--- config.mk ---
export PLATFORM = sky130hd
export DESIGN_NAME = sar_sequencer
export DESIGN_NICKNAME = d
export VERILOG_FILES = /design/src/hw/sar_pkg.sv /design/src/hw/sar_clk_div.sv /design/src/hw/sar_sequencer.sv
export SDC_FILE = /design/constraint.sdc
export NUM_CORES = 1
export LEC_CHECK = 0
export BUFFER_PORTS_ARGS = -buffer_cell sky130_fd_sc_hd__buf_2
export CORE_MARGIN = 2
export CORE_UTILIZATION = 53
export DETAILED_ROUTE_END_ITERATION = 8
export GPL_ROUTABILITY_DRIVEN = 0
export PLACE_DENSITY = 0.76
export SLEW_MARGIN = 20
export SYNTH_ARGS = -nofsm -noshare
export SYNTH_HDL_FRONTEND = slang
export SYNTH_SLANG_ARGS = --single-unit
--- constraint.sdc ---
create_clock -name core_clk -period 2.8 [get_ports core_clk]
set_input_delay 0.28 -clock core_clk [delete_from_list [all_inputs] [get_ports core_clk]]
set_output_delay 0.28 -clock core_clk [all_outputs]
set_load 0.02 [all_outputs]
--- src/hw/sar_pkg.sv ---
/*
 * Shared constants and types for the converter sequencer: cycle counts,
 * reset values, state encoding and the stereo output word carrier.
 * Assumes a 125 MHz core clock and a 16 MHz crystal arriving on a pin.
 */
package sar_pkg;
    // core clock rate, used to turn times into cycle counts
    localparam int CORE_MHZ = 125;

    // times in ns, cycles derived with least times rounded up
    localparam int DATA_SETUP_NS = 16;
    localparam int LATCH_PULSE_NS = 32;
    localparam int SETTLE_MIN_NS = 320;
    localparam int SETTLE_STEP_NS = 64;
    localparam int DAC_SETTLE_NS = 1600;
    localparam int SETUP_CYC = (DATA_SETUP_NS * CORE_MHZ + 999) / 1000;
    localparam int PULSE_CYC = (LATCH_PULSE_NS * CORE_MHZ + 999) / 1000;
    localparam int SETTLE_MIN_CYC = (SETTLE_MIN_NS * CORE_MHZ + 999) / 1000;
    localparam int SETTLE_STEP_CYC = (SETTLE_STEP_NS * CORE_MHZ + 999) / 1000;
    localparam int DAC_SETTLE_CYC = (DAC_SETTLE_NS * CORE_MHZ + 999) / 1000;

    // crystal edge divider: 16 MHz / 512 = 31.25 kHz word strobe
    localparam int XTAL_CNT_W = 9;
    localparam int CPU_CLK_BIT = 1;     // 16 MHz / 4 = 4 MHz
    localparam int SER_CLK_BIT = 2;     // 4 MHz / 2 = 2 MHz
    localparam int BAUD_CLK_BIT = 4;    // 16 MHz / 32 = 500 kHz
    localparam int STROBE_BIT = 8;      // 16 MHz / 512 = 31.25 kHz

    // converter word geometry
    localparam int WORD_W = 16;
    localparam int TRIAL_COUNT = 16;
    localparam int CNT_W = 8;
    localparam logic [3:0] MSB_INDEX = 4'hF;
    localparam logic [WORD_W-1:0] WORD_RESET = 16'h0000;
    localparam logic [CNT_W-1:0] CNT_RESET = 8'h00;
    localparam logic [XTAL_CNT_W-1:0] XTAL_CNT_RESET = 9'h000;

    // sequencer states, gray coded in declaration order; the ST_DECIDE to ST_TRIAL loop back changes three bits
    typedef enum logic [3:0] {
        ST_IDLE = 4'h0,
        ST_TRIAL = 4'h1,
        ST_PULSE = 4'h3,
        ST_SETTLE = 4'h2,
        ST_DECIDE = 4'h6,
        ST_LEFT = 4'h7,
        ST_LPULSE = 4'h5,
        ST_LSETTLE = 4'h4,
        ST_RIGHT = 4'hC,
        ST_RPULSE = 4'hD,
        ST_RSETTLE = 4'hF
    } sar_state_t;

    // left and right words to be played out each word period
    typedef struct packed {
        logic [WORD_W-1:0] left;
        logic [WORD_W-1:0] right;
    } sar_dac_pair_t;
endpackage

--- src/hw/sar_clk_div.sv ---
/*
 * Crystal divider: counts 16 MHz crystal edges in the core domain and
 * produces the processor clock, serial controller clock, baud reference
 * and word strobe as registered levels.
 * Assumes the crystal is far slower than core_clk so every edge is seen.
 */
`timescale 1ns/1ns
`default_nettype none
module sar_clk_div (
    input wire logic core_clk,
    input wire logic rst,
    input wire logic xtal_in,
    output logic cpu_clk,
    output logic serial_ctrl_clk,
    output logic prog_clk_out,
    output logic word_strobe_n
);
    import sar_pkg::*;

    logic xtal_meta_q;
    logic xtal_sync_q;
    logic xtal_prev_q;
    logic [XTAL_CNT_W-1:0] cnt_q;
    wire xtal_rise = xtal_sync_q & ~xtal_prev_q;

    // two-flop synchroniser, then edge history for the rise detector
    always_ff @(posedge core_clk or posedge rst) begin
        if (rst) begin
            xtal_meta_q <= 1'b0;
            xtal_sync_q <= 1'b0;
            xtal_prev_q <= 1'b0;
        end else begin
            xtal_meta_q <= xtal_in;
            xtal_sync_q <= xtal_meta_q;
            xtal_prev_q <= xtal_sync_q;
        end
    end

    // free running crystal edge count; wraps every 512 edges
    always_ff @(posedge core_clk or posedge rst) begin
        if (rst) begin
            cnt_q <= XTAL_CNT_RESET;
        end else if (xtal_rise) begin
            cnt_q <= cnt_q + 9'h001;
        end
    end

    // outputs straight from counter bits, which are flip-flops
    assign cpu_clk = cnt_q[CPU_CLK_BIT];
    assign serial_ctrl_clk = cnt_q[SER_CLK_BIT];
    assign prog_clk_out = cnt_q[BAUD_CLK_BIT];
    assign word_strobe_n = cnt_q[STROBE_BIT];
endmodule
`default_nettype wire

--- src/hw/sar_sequencer.sv ---
/*
 * Converter sequencer: per word period runs a sixteen-step successive
 * approximation through the external DAC and comparator, then plays the
 * left and right words out and opens each deglitch switch.
 * Assumes external latches capture audio_bus on the rising edge of
 * conv_latch_clk and the comparator output arrives asynchronously.
 */
// Overview of operation
// - word strobe runs at 31.25 kHz; its falling edge starts each cycle
// - sample-hold goes low at strobe fall to hold input during conversion
// - each trial word is driven on the audio bus, latched on clock rise
// - comparator bit is sampled after each trial to steer the next trial
// - a conversion takes sixteen trials, each with a comparator decision
// - settle time between latch pulses shrinks as the trial bit gets smaller
// - seventeenth latch pulse after strobe fall carries the left output word
// - after DAC settling, left deglitch goes high
// - last latch pulse of the period carries the right output word
// - after the right word is latched, right deglitch goes high
// - crystal 16 MHz is divided to the 4 MHz processor clock
// - programmable clock output gives a 500 kHz baud reference
// - processor clock is halved to a 2 MHz serial controller clock
`timescale 1ns/1ns
`default_nettype none
module sar_sequencer (
    input wire logic core_clk,
    input wire logic rst,
    input wire logic xtal_in,
    input wire logic serial_compare_in,
    input wire sar_pkg::sar_dac_pair_t dac_words,
    output logic [sar_pkg::WORD_W-1:0] audio_bus,
    output logic audio_bus_oe,
    output logic conv_latch_clk,
    output logic sample_hold_n,
    output logic left_deglitch,
    output logic right_deglitch,
    output logic [sar_pkg::WORD_W-1:0] adc_word,
    output logic adc_valid,
    output logic word_strobe_n,
    output logic cpu_clk,
    output logic serial_ctrl_clk,
    output logic prog_clk_out
);
    import sar_pkg::*;

    // settle count for a trial: larger bits move the DAC more
    function automatic logic [CNT_W-1:0] settle_for(input logic [3:0] bit_idx);
        settle_for = CNT_W'(SETTLE_MIN_CYC) + CNT_W'(bit_idx) * CNT_W'(SETTLE_STEP_CYC);
    endfunction

    sar_state_t state_q, state_d;
    logic [CNT_W-1:0] cnt_q, cnt_d;
    logic [3:0] bit_q, bit_d;
    logic [WORD_W-1:0] result_q, result_d;
    logic [WORD_W-1:0] bus_q, bus_d;
    logic oe_q, oe_d;
    logic latch_q, latch_d;
    logic hold_n_q, hold_n_d;
    logic ldeg_q, ldeg_d;
    logic rdeg_q, rdeg_d;
    logic [WORD_W-1:0] adc_q, adc_d;
    logic valid_q, valid_d;
    logic strobe_prev_q;
    logic cmp_meta_q;
    logic cmp_sync_q;
    logic strobe_n;

    sar_clk_div u_div (
        .core_clk(core_clk),
        .rst(rst),
        .xtal_in(xtal_in),
        .cpu_clk(cpu_clk),
        .serial_ctrl_clk(serial_ctrl_clk),
        .prog_clk_out(prog_clk_out),
        .word_strobe_n(strobe_n)
    );

    // strobe comes from a same-domain flop, so no synchroniser is needed
    wire strobe_fall = strobe_prev_q & ~strobe_n;
    wire cnt_done = (cnt_q == CNT_RESET);
    wire [CNT_W-1:0] cnt_dec = cnt_q - 8'h01;
    wire [WORD_W-1:0] bit_mask = WORD_W'(1) << bit_q;
    wire [WORD_W-1:0] trial_word = result_q | bit_mask;
    wire [WORD_W-1:0] kept_word = cmp_sync_q ? trial_word : result_q;

    // comparator is asynchronous to core_clk: two flops before use
    always_ff @(posedge core_clk or posedge rst) begin
        if (rst) begin
            cmp_meta_q <= 1'b0;
            cmp_sync_q <= 1'b0;
            strobe_prev_q <= 1'b0;          // strobe idles low after reset; a high here fakes a fall
        end else begin
            cmp_meta_q <= serial_compare_in;
            cmp_sync_q <= cmp_meta_q;
            strobe_prev_q <= strobe_n;
        end
    end

    // next-state logic; a strobe fall restarts the sequence from any state
    always_comb begin
        state_d = state_q;
        cnt_d = cnt_done ? CNT_RESET : cnt_dec;
        bit_d = bit_q;
        result_d = result_q;
        bus_d = bus_q;
        oe_d = oe_q;
        latch_d = latch_q;
        hold_n_d = hold_n_q;
        ldeg_d = ldeg_q;
        rdeg_d = rdeg_q;
        adc_d = adc_q;
        valid_d = 1'b0;
        if (strobe_fall) begin
            state_d = ST_TRIAL;
            hold_n_d = 1'b0;
            ldeg_d = 1'b0;
            rdeg_d = 1'b0;
            bit_d = MSB_INDEX;
            result_d = WORD_RESET;
            bus_d = WORD_RESET | (WORD_W'(1) << MSB_INDEX);
            oe_d = 1'b1;
            latch_d = 1'b0;
            cnt_d = CNT_W'(SETUP_CYC - 1);
        end else begin
            unique case (state_q)
                ST_IDLE: begin
                    oe_d = 1'b0;
                end
                ST_TRIAL: if (cnt_done) begin
                    latch_d = 1'b1;
                    cnt_d = CNT_W'(PULSE_CYC - 1);
                    state_d = ST_PULSE;
                end
                ST_PULSE: if (cnt_done) begin
                    latch_d = 1'b0;
                    cnt_d = settle_for(bit_q);
                    state_d = ST_SETTLE;
                end
                ST_SETTLE: if (cnt_done) begin
                    state_d = ST_DECIDE;
                end
                ST_DECIDE: begin
                    result_d = kept_word;
                    if (bit_q == 4'h0) begin
                        // all sixteen trials done: present result, release hold
                        adc_d = kept_word;
                        valid_d = 1'b1;
                        hold_n_d = 1'b1;
                        bus_d = dac_words.left;
                        cnt_d = CNT_W'(SETUP_CYC - 1);
                        state_d = ST_LEFT;
                    end else begin
                        bit_d = bit_q - 4'h1;
                        bus_d = kept_word | (WORD_W'(1) << (bit_q - 4'h1));
                        cnt_d = CNT_W'(SETUP_CYC - 1);
                        state_d = ST_TRIAL;
                    end
                end
                ST_LEFT: if (cnt_done) begin
                    latch_d = 1'b1;
                    cnt_d = CNT_W'(PULSE_CYC - 1);
                    state_d = ST_LPULSE;
                end
                ST_LPULSE: if (cnt_done) begin
                    latch_d = 1'b0;
                    cnt_d = CNT_W'(DAC_SETTLE_CYC - 1);
                    state_d = ST_LSETTLE;
                end
                ST_LSETTLE: if (cnt_done) begin
                    ldeg_d = 1'b1;
                    bus_d = dac_words.right;
                    cnt_d = CNT_W'(SETUP_CYC - 1);
                    state_d = ST_RIGHT;
                end
                ST_RIGHT: if (cnt_done) begin
                    latch_d = 1'b1;
                    cnt_d = CNT_W'(PULSE_CYC - 1);
                    state_d = ST_RPULSE;
                end
                ST_RPULSE: if (cnt_done) begin
                    latch_d = 1'b0;
                    cnt_d = CNT_W'(DAC_SETTLE_CYC - 1);
                    state_d = ST_RSETTLE;
                end
                ST_RSETTLE: if (cnt_done) begin
                    rdeg_d = 1'b1;
                    oe_d = 1'b0;                    // free the shared bus
                    state_d = ST_IDLE;
                end
                default: begin
                    state_d = ST_IDLE;
                    oe_d = 1'b0;
                    latch_d = 1'b0;
                end
            endcase
        end
    end

    // sequencer registers
    always_ff @(posedge core_clk or posedge rst) begin
        if (rst) begin
            state_q <= ST_IDLE;
            cnt_q <= CNT_RESET;
            bit_q <= MSB_INDEX;
            result_q <= WORD_RESET;
            bus_q <= WORD_RESET;
            oe_q <= 1'b0;
            latch_q <= 1'b0;
            hold_n_q <= 1'b1;
            ldeg_q <= 1'b0;
            rdeg_q <= 1'b0;
            adc_q <= WORD_RESET;
            valid_q <= 1'b0;
        end else begin
            state_q <= state_d;
            cnt_q <= cnt_d;
            bit_q <= bit_d;
            result_q <= result_d;
            bus_q <= bus_d;
            oe_q <= oe_d;
            latch_q <= latch_d;
            hold_n_q <= hold_n_d;
            ldeg_q <= ldeg_d;
            rdeg_q <= rdeg_d;
            adc_q <= adc_d;
            valid_q <= valid_d;
        end
    end

    // all outputs come from flip-flops
    assign audio_bus = bus_q;
    assign audio_bus_oe = oe_q;
    assign conv_latch_clk = latch_q;
    assign sample_hold_n = hold_n_q;
    assign left_deglitch = ldeg_q;
    assign right_deglitch = rdeg_q;
    assign adc_word = adc_q;
    assign adc_valid = valid_q;
    assign word_strobe_n = strobe_n;
endmodule
`default_nettype wire

==> out/results.ini <==
[global_routing]
antenna_found_initial = 0
track_usage_pct = 26.9
grt_max_degree = 48
grt_first_pass_wirelength_mm = 18.9
overflow = 0
grt_pass1_vias = 3656

[clock_network]
post_cts_buffers = 0
root_buffer = clkbuf_8
ctsHtreeMaxLevel = 3
cts_max_path_buffers = 2
clk_pin_slew_ps = 90
ctsResizeCount = 0
cts_tree = yes
cts_buffers = 9
cts_sinks = 85
clock_latency_ps = 380

[timing]
rsz0062_at_grt = false
setup_viol = 0
period_minus_slack_ps = 2360
drv_slew = 0
period_share_pct = 84.4
hold_violations = 0
skew_ps = 11.2
clock.fmax_mhz = 423
max-slew-margin-rel_pct = 47.3
worst_slew_pin_slew_ps = 789
fin_setup_tns_ps = 0

[flow_run]
maxCapViolations = 0

[floorplanning]
io_pins = 78
die-area_um2 = 9260
initial_utilization_pct = 54.9
rows = 33
die_w_um = 96.3
dieHeight_um = 96.3
coreArea_um2 = 8220

[hold_path]
worstHoldPathType = primary input to asynchronous set/reset pin

[routing]
wirelength_mm = 11.8
dr.pass1.iters = 5
drtIter0Drc = 340
vias_per_cell = 6.20
vias = 4083
ant_nets = 0
post_drt_wl_per_cell_um = 17.9
drc = 0

[yosys]
synth_area_leaders = dfrtp_1 44%, a21oi_1 5.7%, nor2_1 4.4%
syn-num-nets = 524
syn_area_um2 = 4510
ys_seq_area_share_pct = 47.3
avgSynthCellArea_um2 = 9.44
async_flop_share_pct = 100
yosysTopAreaCellShare_pct = 44.4
synth_cells = 478
synth_top_area_cell = dfrtp_1
synth.distinct_cells = 66
synth_flop_cell = dfrtp_1
ys_ff_latch = 85
yosysWarningCount = 0
synth_enable_flop_cells = 0

[place]
port_buffers = 77
place_hpwl_mm = 8.34

[critical_path]
crit_chain = inv_1, ha_1, and3_1, a221o_1, a21oi_1, o21ai_0, a22o_1
path_class = flop to flop
path_max_fanout = 15
worstSetupStartpointType = flop
critPathSlowestCell = dfstp_2
r2r_slack_ps = 440
slowest_delay_ps = 590
arrival_ps = 2630
rr_endpoint = audio_bus[8]$_DFFE_PP0P_
reg2reg_from = bit_q[0]$_DFFE_PP1P_
cp.required_ps = 3060
r2r_cells = 7
endpoint_kind = flop

[finish]
drive_above_1_share_pct = 23.1
antennaDiodeCount = 0
utilization_pct = 63.0
n_fill_cell = 713
most-common-layout-cells = 80 x dfrtp_1, 77 x buf_2, 53 x nor2_1
syn2layout_area_growth_pct = 14.8
final_common_cell = dfrtp_1
layout.nets = 595

[pwr]
p_leak_nw = 2.46
power_density_nw_per_um2 = 446
vdd_drop_max_v = 0.000343

[run_status]
status = complete, no violations

[registers in the layout, summed over array words and instances (netlist names)]
| register | flops |
|---|---|
| left_deglitch | 1 |
| u_div.xtal_meta_q | 1 |
| strobe_prev_q | 1 |
| bit_q | 4 |
| adc_valid | 1 |
| u_div.xtal_prev_q | 1 |
| sample_hold_n | 1 |
| right_deglitch | 1 |
| audio_bus_oe | 1 |
| cmp_meta_q | 1 |
| u_div.cnt_q | 9 |
| conv_latch_clk | 1 |
| state_q | 4 |
| u_div.xtal_sync_q | 1 |
| audio_bus | 16 |
| cnt_q | 8 |
| adc_word | 16 |
| result_q | 16 |
| cmp_sync_q | 1 |
[synth_stat cells (all sizes together) (6+ instances only)]
master / instances
ha: 10
nand2: 32
a22o: 10
nand2b: 6
xnor2: 8
o22ai: 9
nor3: 6
inv: 12
buf: 23
clkbuf: 12
nor2b: 10
a211oi: 6
nor2: 54
a21oi: 51
a31oi: 20
xor2: 7
nand3: 17
dfrtp: 80
o21ai: 30
[final cells by class]
type                            count  area (um^2)  area share, %
Clock buffer                        9          124           2.39
Clock inverter                      7         55.1           1.06
Inverter                           12         46.3          0.894
Multi-Input combinational cell    346         2160           41.8
Sequential cell                    85         2130           41.2
Tap cell                          105          131           2.54
Timing Repair Buffer               95          526           10.1
[routing by layer]
layer / vias to the layer above / part of all wire (%) / GRT usage, %
met5: - / 0 / 0
met4: 0 / 1.4 / 7.98
met1: 1955 / 46 / 40.7
met3: 17 / 9.1 / 6.58
met2: 217 / 44 / 38.0
li1: 1894 / - / -
[worst max path at each step]
| stage | startpoint | slack (ps) | to |
|---|---|---|---|
| floorplan | rst | 330 | adc_valid$_DFF_PP0_ |
| global placement | bit_q[0]$_DFFE_PP1P_ | 560 | audio_bus[8]$_DFFE_PP0P_ |
| global route | bit_q[0]$_DFFE_PP1P_ | 260 | audio_bus[5]$_DFFE_PP0P_ |
| CTS | bit_q[0]$_DFFE_PP1P_ | 500 | audio_bus[5]$_DFFE_PP0P_ |
| finish | bit_q[0]$_DFFE_PP1P_ | 440 | audio_bus[8]$_DFFE_PP0P_ |
| detailed placement | bit_q[0]$_DFFE_PP1P_ | 520 | audio_bus[8]$_DFFE_PP0P_ |
[logic make-up after synthesis]
family          Yosys count  synth area share (%)
compound gates          170                  24.7
mux                       2                 0.472
simple gates            149                  17.0
fa+ha+maj                10                  2.77
buf+inv                  47                  4.85
xor+xnor                 15                  2.91
flops                    85                  47.3
[what timing repair did]
action	4_1_cts	5_1_grt
hold buffers	1	1
setup endpoints to repair	0	0
hold endpoints to repair	1	1
[report_power, final]
group	switching, mW	total [mW]	internal (mW)	leakage, nW
Combinational	0.0960	0.172	0.0760	1.25
Sequential	0.0424	1.31	1.27	1.12
Clock	0.492	0.823	0.331	0.0866
[worst max-delay path: cells and delay by family, from the launching register on]
| family | cells | cell delay [ps] |
|---|---|---|
| buffers and inverters | 1 | 120 |
| AND/OR/NAND/NOR | 1 | 310 |
| flip-flops | 1 | 590 |
| AO/OA/AOI/OAI | 4 | 820 |
| adder cells (fa/ha/maj) | 1 | 400 |
[through the flow]
step | hold WS [ps] | setup WS (ps) | cells | total power [mW] | area, um^2
2_1_floorplan | 311 | 335 | 478 | 1.43 | 4510
3_3_place_gp | 333 | 562 | 641 | 1.50 | 4980
3_5_place_dp | 335 | 523 | 641 | 1.51 | 4980
4_1_cts | 1.16 | 502 | 658 | 2.32 | 5170
5_1_grt | 89.2 | 261 | 659 | 2.40 | 5180
6_report | 26.7 | 436 | 659 | 2.31 | 5180
No activity file was read; power rests on OpenSTA's default activity.
